`src/logic/adc_regs.svh`:
```
`ifndef ADC_REGS_SVH
`define ADC_REGS_SVH

////////////////////////////////////////////////////////////////////////
// Register indices; byte address is four times the index
`define IDX_RESULT_LOW    8'h78
`define IDX_RESULT_HIGH   8'h79
`define IDX_CONTROL_A     8'h7A
`define IDX_CONTROL_B     8'h7B
`define IDX_MUX_SELECT    8'h7C
`define IDX_INPUT_DISABLE 8'h7E
`define IDX_PORT_VIEW     8'h7F
`define IDX_NONE          8'h00

////////////////////////////////////////////////////////////////////////
// Field positions
`define CA_ENABLE_BIT     7
`define CA_START_BIT      6
`define CA_AUTO_BIT       5
`define CA_FLAG_BIT       4
`define CB_MUX_EN_BIT     6
`define CB_SRC_MSB        2
`define MS_ALIGN_BIT      5
`define MS_CHAN_MSB       3

////////////////////////////////////////////////////////////////////////
// Reset values and the zero upper-address compare value
`define RST_BYTE          8'h00
`define RST_RESULT        10'h000
`define RST_CHAN          4'h0
`define RST_WORD          32'h00000000
`define UPPER_ADDR_ZERO   22'h000000

`endif

```
`src/logic/adc_regs_pkg.sv`:
```
package adc_regs_pkg;

    // Auto-trigger source codes
    typedef enum logic [2:0] {
        src_free_run    = 3'b000,
        src_comparator  = 3'b001,
        src_ext_int0    = 3'b010,
        src_t0_cmp_a    = 3'b011,
        src_t0_ovf      = 3'b100,
        src_t1_cmp_b    = 3'b101,
        src_t1_ovf      = 3'b110,
        src_t1_capture  = 3'b111
    } trig_src_t;

    // Bus slave phases
    typedef enum logic [1:0] {
        ph_idle      = 2'b00,
        ph_write     = 2'b01,
        ph_read_wait = 2'b10,
        ph_read_done = 2'b11
    } bus_phase_t;

    typedef struct packed {
        trig_src_t prev_sel;
        logic      prev_flag;
    } trig_state_t;

    typedef struct packed {
        bus_phase_t  phase;
        logic [7:0]  idx;
        logic [9:0]  result;
        logic        lock;
        logic        conv_en;
        logic        auto_en;
        logic        cc_flag;
        logic        busy;
        logic        start;
        logic        left_align;
        logic [3:0]  chan;
        logic        cmp_mux_en;
        trig_src_t   src_sel;
        logic [7:0]  didr;
        logic [7:0]  pin_view;
        logic [31:0] hrdata;
    } regs_state_t;

endpackage : adc_regs_pkg

```
`src/logic/trig_if.sv`:
```
`timescale 1ns/1ns
interface trig_if;
    import adc_regs_pkg::*;
    trig_src_t  src_sel;
    logic       auto_en;
    logic       conv_en;
    logic       cc_flag;
    logic [6:0] ext_flags;
    logic       fire;
    modport ctrl (output src_sel, output auto_en, output conv_en,
                  output cc_flag, output ext_flags, input fire);
    modport unit (input src_sel, input auto_en, input conv_en,
                  input cc_flag, input ext_flags, output fire);
endinterface : trig_if

```
`src/logic/adc_result_trigger_regs.sv`:
```
// The AHB-Lite slave port was chosen for this implementation.
`timescale 1ns/1ns
`include "adc_regs.svh"

// What this block does and what software must do
// Result low byte at base, high at base+1
// Finished conversion loads the result pair
// Low byte read locks result until high read
// Software reads low byte before high byte
// Alignment clear gives right-aligned result
// Alignment set gives left-aligned result
// Mux enable, converter off: mux feeds comparator
// Mux enable clear: dedicated pin feeds comparator
// Trigger source ignored without auto-trigger
// Rising edge of chosen flag starts conversion
// Source switch clear-to-set counts as edge
// Switching to free running never triggers
// Eight trigger source codes decoded
// Disable bit turns off pin input buffer
// Disabled pin reads zero in port view
// Software disables buffers of analog pins
// Completion flag set when conversion finishes
// Auto-trigger only while its enable is one
// Enable bit switches converter on and off
// Writes to result bytes change nothing
module adc_result_trigger_regs
    import adc_regs_pkg::*;
(
    input  wire logic        ref_clk,
    input  wire logic        rst,
    input  wire logic        ce,
    input  wire logic        hsel,
    input  wire logic [31:0] haddr,
    input  wire logic [1:0]  htrans,
    input  wire logic        hwrite,
    input  wire logic [2:0]  hsize,
    input  wire logic [31:0] hwdata,
    input  wire logic        hready,
    output logic             hreadyout,
    output logic             hresp,
    output logic [31:0]      hrdata,
    input  wire logic        conv_done,
    input  wire logic [9:0]  conv_result,
    output logic             conv_start,
    output logic             conv_enable,
    output logic [3:0]       channel_select_bits,
    input  wire logic [6:0]  trig_flags,
    output logic             comp_neg_from_mux,
    output logic [7:0]       digital_input_disable_0,
    input  wire logic [7:0]  port_pins,
    output logic [7:0]       port_pins_masked
);

    regs_state_t q;
    regs_state_t d;
    logic        accept;
    logic        addr_ok;
    logic [7:0]  wd;

    trig_if tif ();

    ////////////////////////////////////////////////////////////////////
    // Result placement in the 16-bit pair
    function automatic logic [15:0] align_result(
        input logic [9:0] res,
        input logic       left
    );
        if (left) begin
            align_result = {res, 6'h00};
        end else begin
            align_result = {6'h00, res};
        end
    endfunction : align_result

    // Read value of one register
    function automatic logic [7:0] read_byte(
        input logic [7:0]  idx,
        input regs_state_t s
    );
        logic [15:0] pair;
        pair = align_result(s.result, s.left_align);
        case (idx)
            `IDX_RESULT_LOW:    read_byte = pair[7:0];
            `IDX_RESULT_HIGH:   read_byte = pair[15:8];
            `IDX_CONTROL_A:     read_byte = {s.conv_en, s.busy,
                                             s.auto_en, s.cc_flag,
                                             4'h0};
            `IDX_CONTROL_B:     read_byte = {1'b0, s.cmp_mux_en, 3'h0,
                                             s.src_sel};
            `IDX_MUX_SELECT:    read_byte = {2'h0, s.left_align, 1'b0,
                                             s.chan};
            `IDX_INPUT_DISABLE: read_byte = s.didr;
            `IDX_PORT_VIEW:     read_byte = s.pin_view;
            default:            read_byte = `RST_BYTE;
        endcase
    endfunction : read_byte

    ////////////////////////////////////////////////////////////////////
    // Trigger unit hookup
    assign tif.src_sel   = q.src_sel;
    assign tif.auto_en   = q.auto_en;
    assign tif.conv_en   = q.conv_en;
    assign tif.cc_flag   = q.cc_flag;
    assign tif.ext_flags = trig_flags;

    trigger_unit u_trig (
        .ref_clk (ref_clk),
        .rst     (rst),
        .ce      (ce),
        .tif     (tif)
    );

    ////////////////////////////////////////////////////////////////////
    // Address phase decode
    assign accept  = hsel && htrans[1] && hready;
    assign addr_ok = (haddr[31:10] == `UPPER_ADDR_ZERO) &&
                     (haddr[1:0] == 2'h0);
    assign wd      = hwdata[7:0];

    // Next-state logic
    always_comb begin
        logic sw_start;
        logic req;
        sw_start = 1'b0;
        req      = 1'b0;
        d        = q;
        d.start  = 1'b0;

        // Bus phase sequencing; reads insert one wait state
        case (q.phase)
            ph_read_wait: begin
                d.phase  = ph_read_done;
                d.hrdata = {24'h000000, read_byte(q.idx, q)};
                if (q.idx == `IDX_RESULT_LOW) begin
                    d.lock = 1'b1;
                end
                if (q.idx == `IDX_RESULT_HIGH) begin
                    d.lock = 1'b0;
                end
            end
            default: begin
                if (accept) begin
                    d.phase = hwrite ? ph_write : ph_read_wait;
                    d.idx   = addr_ok ? haddr[9:2] : `IDX_NONE;
                end else begin
                    d.phase = ph_idle;
                end
            end
        endcase

        // Write commit in the data phase
        if (q.phase == ph_write) begin
            case (q.idx)
                `IDX_CONTROL_A: begin
                    d.conv_en = wd[`CA_ENABLE_BIT];
                    d.auto_en = wd[`CA_AUTO_BIT];
                    sw_start  = wd[`CA_START_BIT];
                    if (wd[`CA_FLAG_BIT]) begin
                        d.cc_flag = 1'b0;
                    end
                end
                `IDX_CONTROL_B: begin
                    d.cmp_mux_en = wd[`CB_MUX_EN_BIT];
                    d.src_sel    = trig_src_t'(wd[`CB_SRC_MSB:0]);
                end
                `IDX_MUX_SELECT: begin
                    d.left_align = wd[`MS_ALIGN_BIT];
                    d.chan       = wd[`MS_CHAN_MSB:0];
                end
                `IDX_INPUT_DISABLE: begin
                    d.didr = wd;
                end
                default: begin
                    // Result bytes and unmapped: no effect
                end
            endcase
        end

        // Conversion completion; set beats software clear
        if (conv_done && q.conv_en) begin
            d.busy    = 1'b0;
            d.cc_flag = 1'b1;
            if (!q.lock) begin
                d.result = conv_result;
            end
        end

        // Start by software or by trigger edge
        req = (sw_start || tif.fire) && !q.busy;
        if (req && d.conv_en) begin
            d.start = 1'b1;
            d.busy  = 1'b1;
        end

        // Disabling ends any conversion in flight
        if (!d.conv_en) begin
            d.busy  = 1'b0;
            d.start = 1'b0;
        end

        // Port view masks disabled pins
        d.pin_view = port_pins & ~d.didr;
    end

    // State register
    always_ff @(posedge ref_clk) begin
        if (rst) begin
            q <= '{phase: ph_idle, idx: `IDX_NONE,
                   result: `RST_RESULT, lock: 1'b0, conv_en: 1'b0,
                   auto_en: 1'b0, cc_flag: 1'b0, busy: 1'b0,
                   start: 1'b0, left_align: 1'b0, chan: `RST_CHAN,
                   cmp_mux_en: 1'b0, src_sel: src_free_run,
                   didr: `RST_BYTE, pin_view: `RST_BYTE,
                   hrdata: `RST_WORD};
        end else if (ce) begin
            q <= d;
        end
    end

    ////////////////////////////////////////////////////////////////////
    // Outputs
    assign hreadyout               = (q.phase != ph_read_wait);
    assign hresp                   = 1'b0;
    assign hrdata                  = q.hrdata;
    assign conv_start              = q.start;
    assign conv_enable             = q.conv_en;
    assign channel_select_bits     = q.chan;
    assign comp_neg_from_mux       = q.cmp_mux_en && !q.conv_en;
    assign digital_input_disable_0 = q.didr;
    assign port_pins_masked        = q.pin_view;

    ////////////////////////////////////////////////////////////////////
    property p_right_low;
        @(posedge ref_clk) disable iff (rst)
        (ce && q.phase == ph_read_wait && q.idx == `IDX_RESULT_LOW &&
         !q.left_align) |=> hrdata == {24'h000000, $past(q.result[7:0])};
    endproperty
    a_right_low: assert property (p_right_low)
        else $error("right aligned low byte wrong");

    property p_right_high;
        @(posedge ref_clk) disable iff (rst)
        (ce && q.phase == ph_read_wait && q.idx == `IDX_RESULT_HIGH &&
         !q.left_align)
        |=> hrdata == {30'h00000000, $past(q.result[9:8])};
    endproperty
    a_right_high: assert property (p_right_high)
        else $error("right aligned high byte wrong");

    property p_left_high;
        @(posedge ref_clk) disable iff (rst)
        (ce && q.phase == ph_read_wait && q.idx == `IDX_RESULT_HIGH &&
         q.left_align) |=> hrdata == {24'h000000, $past(q.result[9:2])};
    endproperty
    a_left_high: assert property (p_left_high)
        else $error("left aligned high byte wrong");

    property p_load;
        @(posedge ref_clk) disable iff (rst)
        (ce && conv_done && q.conv_en && !q.lock)
        |=> q.result == $past(conv_result);
    endproperty
    a_load: assert property (p_load)
        else $error("result not loaded on completion");

    property p_locked;
        @(posedge ref_clk) disable iff (rst)
        (ce && q.phase == ph_read_wait && q.idx == `IDX_RESULT_LOW)
        ##1 (q.lock && !(q.phase == ph_read_wait &&
                         q.idx == `IDX_RESULT_HIGH)) [*2]
        |=> $stable(q.result);
    endproperty
    a_locked: assert property (p_locked)
        else $error("result changed while locked");

    property p_flag;
        @(posedge ref_clk) disable iff (rst)
        (ce && conv_done && q.conv_en) |=> q.cc_flag;
    endproperty
    a_flag: assert property (p_flag)
        else $error("completion flag not set");

    property p_disable;
        @(posedge ref_clk) disable iff (rst)
        (ce && q.phase == ph_write && q.idx == `IDX_CONTROL_A &&
         !hwdata[`CA_ENABLE_BIT]) |=> !q.conv_en && !q.busy && !conv_start;
    endproperty
    a_disable: assert property (p_disable)
        else $error("converter still on after disable");

    property p_comp_mux;
        @(posedge ref_clk) disable iff (rst)
        q.conv_en |-> !comp_neg_from_mux;
    endproperty
    a_comp_mux: assert property (p_comp_mux)
        else $error("mux fed comparator while converter on");

    property p_pin_mask;
        @(posedge ref_clk) disable iff (rst)
        $past(ce) |-> (port_pins_masked & digital_input_disable_0) == 8'h00;
    endproperty
    a_pin_mask: assert property (p_pin_mask)
        else $error("disabled pin reads one");

    property p_ro_result;
        @(posedge ref_clk) disable iff (rst)
        (ce && q.phase == ph_write && !conv_done &&
         (q.idx == `IDX_RESULT_LOW || q.idx == `IDX_RESULT_HIGH))
        |=> $stable(q.result);
    endproperty
    a_ro_result: assert property (p_ro_result)
        else $error("write changed result");

endmodule : adc_result_trigger_regs

```
`src/logic/trigger_unit.sv`:
```
`timescale 1ns/1ns
module trigger_unit
    import adc_regs_pkg::*;
(
    input  wire logic ref_clk,
    input  wire logic rst,
    input  wire logic ce,
    trig_if.unit      tif
);

    trig_state_t q;
    trig_state_t d;
    logic [7:0]  flags;
    logic        cur;
    logic        to_free;

    ////////////////////////////////////////////////////////////////////
    // Source decode: code 0 watches the completion flag
    assign flags   = {tif.ext_flags, tif.cc_flag};
    assign cur     = flags[tif.src_sel];
    assign to_free = (tif.src_sel == src_free_run) &&
                     (q.prev_sel != src_free_run);

    // Rising edge of selected flag, gated by auto and enable
    assign tif.fire = tif.auto_en && tif.conv_en && cur &&
                      !q.prev_flag && !to_free;

    // Edge history
    always_comb begin
        d           = q;
        d.prev_flag = cur;
        d.prev_sel  = tif.src_sel;
    end

    always_ff @(posedge ref_clk) begin
        if (rst) begin
            q <= '{prev_sel: src_free_run, prev_flag: 1'b0};
        end else if (ce) begin
            q <= d;
        end
    end

    ////////////////////////////////////////////////////////////////////
    property p_no_auto;
        @(posedge ref_clk) disable iff (rst)
        !tif.auto_en |-> !tif.fire;
    endproperty
    a_no_auto: assert property (p_no_auto)
        else $error("trigger fired with auto-trigger off");

    property p_edge_fires;
        @(posedge ref_clk) disable iff (rst)
        (ce && $past(ce) && tif.auto_en && tif.conv_en &&
         $stable(tif.src_sel) && $rose(cur)) |-> tif.fire;
    endproperty
    a_edge_fires: assert property (p_edge_fires)
        else $error("rising source edge did not fire");

    property p_free_switch;
        @(posedge ref_clk) disable iff (rst)
        (tif.src_sel == src_free_run &&
         $past(tif.src_sel) != src_free_run && $past(ce))
        |-> !tif.fire;
    endproperty
    a_free_switch: assert property (p_free_switch)
        else $error("switch to free running made a trigger");

endmodule : trigger_unit
```
`config.mk`:
```
export PLATFORM = sky130hd
export DESIGN_NAME = adc_result_trigger_regs
export DESIGN_NICKNAME = d
export VERILOG_FILES = /design/src/logic/adc_regs_pkg.sv /design/src/logic/trig_if.sv /design/src/logic/adc_result_trigger_regs.sv /design/src/logic/trigger_unit.sv
export VERILOG_INCLUDE_DIRS = /design/src /design/src/logic
export SDC_FILE = /design/constraint.sdc
export NUM_CORES = 1
export LEC_CHECK = 0
export ABC_AREA = 1
export CORE_MARGIN = 2
export CORE_UTILIZATION = 39
export DETAILED_ROUTE_END_ITERATION = 6
export DONT_BUFFER_PORTS = 1
export GPL_ROUTABILITY_DRIVEN = 0
export PLACE_DENSITY = 0.52
export SLEW_MARGIN = 20
export SYNTH_ARGS = -nofsm -noshare
export SYNTH_HDL_FRONTEND = slang
export SYNTH_SLANG_ARGS = --single-unit
```
`constraint.sdc`:
```
create_clock -name ref_clk -period 1.3 [get_ports ref_clk]
set_clock_uncertainty 0.05 [all_clocks]
set_input_delay 0.26 -clock ref_clk [delete_from_list [all_inputs] [get_ports ref_clk]]
set_output_delay 0.26 -clock ref_clk [all_outputs]
set_load 0.02 [all_outputs]
```
==> run_results.csv <==
group,metric,value,unit
run_status,status,"complete, but fails checks",
run_status,violations,"negative hold slack, negative setup slack",
clock_tree,cts_root_buf,"clkbuf_8",
detailed_routing,drc,0,
sta,fmax,670.2,MHz
final_layout,regArea,1279,um^2
final_layout,fillers,963,
worst_setup_path,critPathLaunchType,"register",
pwr,pwr-share-seq,49.5,%
placement,portBuffers,0,
worst_setup_path,cp.required,1.49,ns
sta,finalCritPeriodShare,114.8,%
clock_tree,clkTransAtPathRegs,0.07,ns
logic_synthesis,synth.cell_area,3661,um^2
global_route,track_usage,21.55,%
logic_synthesis,yosys_warnings,0,
final_layout,mostFrequentLayoutCells,"nand2_1, buf_4, nor2_1",
global_route,grt_max_degree,38,
pwr,comb_power_share,12.0,%
worst_setup_path,crit_fanout,8,
final_layout,drive_gt1_share,29.45,%
floorplan,die_w,100.9,um
final_layout,stdcell_count,712,
logic_synthesis,synth_cell_types,31,
sta,setup_viol,40,
floorplan,die_h,100.9,um
clock_tree,clock_latency,0.35,ns
pwr,clkPwrFrac,38.5,%
global_route,antenna_found_initial,0,
clock_tree,clock-sinks,63,
floorplan,coreArea,9153,um^2
clock_tree,hold_buffers,6,
detailed_routing,firstDrtPassIters,4,
hold_path,min_path_type,"in -> reg",
sta,rsz0062_at_grt,"true",
detailed_routing,num_vias,3646,
logic_synthesis,ys_seq_area_share,34.45,%
pwr,internal-power,0.002969,W
final_layout,fin_nets,697,
global_route,grt_overflow_total,0,
sta,fin_crit,1.492,ns
detailed_routing,wl_per_cell,15.19,um
logic_synthesis,ys_ff_latch,63,
worst_setup_path,crit_arrival,1.68,ns
floorplan,fp-row-count,35,
global_route,grt_first_pass_wirelength,17080,um
pwr,switching_share,28.28,%
floorplan,start_util,40.00,%
global_route,grt_pass1_vias,3524,
clock_tree,clockBufferDepth,2,
floorplan,dieArea,10180,um^2
run,cap_violations,0,
pwr,netSwitchingPower,0.001171,W
sta,slew_viol_final,0,
pwr,peakVddDrop,0.5019,mV
clock_tree,numCtsBuffers,9,
clock_tree,cts-htree-levels,3,
detailed_routing,viasPerCell,5.121,
detailed_routing,dr.first_iter.drc_count,175,
pwr,power.static_leakage,2.025,nW
detailed_routing,drtAntennaViolNets,0,
logic_synthesis,syn_avg_cell_area,6.656,um^2
worst_setup_path,criticalPathCategory,"reg -> reg",
detailed_routing,routed_wirelength,10810,um
final_layout,final_common_cell,"nand2_1",
final_layout,n_antenna_cell,0,
sta,hold_viol,18,
worst_setup_path,crit_path_end_kind,"register",
pwr,power_density,911.3,nW/um^2
final_layout,multiInputGateArea,2042,um^2
sta,hold_ws,-0.08539,ns
sta,fin_ws,-0.1921,ns
logic_synthesis,syn_inst,550,
placement,dp_hpwl,7393,um
floorplan,boundaryPins,158,
final_layout,areaGrowthSynthToFinish,24.09,%
placement,dp.cells,675,
clock_tree,tritoncts,"done",
## per-layer routing
| layer | vias up | track usage [%] | share of wire (%) |
|---|---|---|---|
| met4 | 0 | 6.955 | 1.1 |
| met2 | 123 | 35.08 | 48 |
| met3 | 10 | 7.351 | 8.3 |
| met1 | 1691 | 26.71 | 43 |
| met5 | - | 0 | 0 |
| li1 | 1822 | - | - |
## path summary, 6_finish.rpt
| check | cells after the start | slack (ns) | endpoint | start |
|---|---|---|---|---|
| hold reg to reg | 2 | 0.41 | tif.cc_flag | tif.cc_flag |
| setup / recovery | 9 | -0.19 | channel_select_bits[0] | q[80] |
| setup reg to reg | 9 | -0.19 | channel_select_bits[0] | q[80] |
| hold / removal | 1 | -0.09 | hrdata[5] | rst |
## cells by family after synthesis
| kind of cell | synth area share, % |
|---|---|
| AND/OR/NAND/NOR | 30.31 |
| buffers and inverters | 19.00 |
| AO/OA/AOI/OAI | 16.13 |
| flip-flops | 34.45 |
| other | 0.1024 |
## worst max-delay path, stage by stage, from the launching register on
cell     delay [ns]
dfxtp_2        0.32
inv_2          0.04
nand2_2        0.05
nor2_4         0.18
buf_12         0.16
buf_4          0.11
buf_6          0.10
nand4_4        0.15
o21ai_2        0.16
a21oi_1        0.05
## cells in the mapped netlist (all sizes together)
| library cell | number | area share (%) |
|---|---|---|
| o21ai | 52 | 7.9 |
| a31oi | 1 | 0.17 |
| nand3b | 1 | 0.21 |
| clkbuf | 7 | 0.72 |
| o211ai | 10 | 2.1 |
| inv | 51 | 5.2 |
| nor4 | 1 | 0.17 |
| a21oi | 39 | 5.3 |
| dfxtp | 63 | 34 |
| a41oi | 1 | 0.24 |
| nand2 | 109 | 11 |
| nor3 | 6 | 0.82 |
| nand4 | 15 | 2.7 |
| buf | 66 | 13 |
| nand3 | 48 | 6.9 |
| clkinv | 2 | 0.21 |
| o21a | 1 | 0.21 |
| a211oi | 1 | 0.21 |
| nor2 | 75 | 8.2 |
| conb | 1 | 0.10 |
## cell type report
type	instances	share of cell area [%]
Clock inverter	5	0.7161
Multi-Input combinational cell	388	44.95
Inverter	53	4.379
Timing Repair Buffer	81	15.42
Tap cell	111	3.057
Sequential cell	63	28.15
Clock buffer	11	3.332
## per-stage QoR
step	power (W)	setup TNS, ns	util, %	instance area (um^2)	setup slack, ns
after floorplan	0.002498	-0.9377	-	3765	-0.07508
after global placement	0.002514	-5.576	42.64	3902	-0.2242
after detailed placement	0.002521	-6.483	42.64	3902	-0.2503
after CTS	0.004164	-4.349	48.02	4395	-0.1539
after global routing	0.004311	-10.02	49.64	4543	-0.3250
final	0.004140	-5.558	49.64	4543	-0.1921
## power groups by stage
stage | Combinational (W) | Sequential [W] | Clock [W]
after floorplan | 0.000421 | 0.00208 | 0
after global placement | 0.000423 | 0.00209 | 0
after detailed placement | 0.000429 | 0.00209 | 0
after CTS | 0.000480 | 0.00205 | 0.00163
after global routing | 0.000554 | 0.00206 | 0.00170
final | 0.000497 | 0.00205 | 0.00159
## repair_timing
item	4_1_cts	5_1_grt
buffers inserted	8	6
hold endpoints to repair	27	18
gates resized for setup	56	46
endpoints found under the setup margin	49	59
cloned	2	2
pin swaps	18	20
## sequential cells by signal, summed over array words and instances, names as in the netlist
register                 cells
tif.src_sel                  3
u_trig.q                     4
hrdata                       8
q                           24
digital_input_disable_0      8
conv_start                   1
tif.cc_flag                  1
port_pins_masked             8
conv_enable                  1
channel_select_bits          4
tif.auto_en                  1
Power figures use the tool's default switching activity.
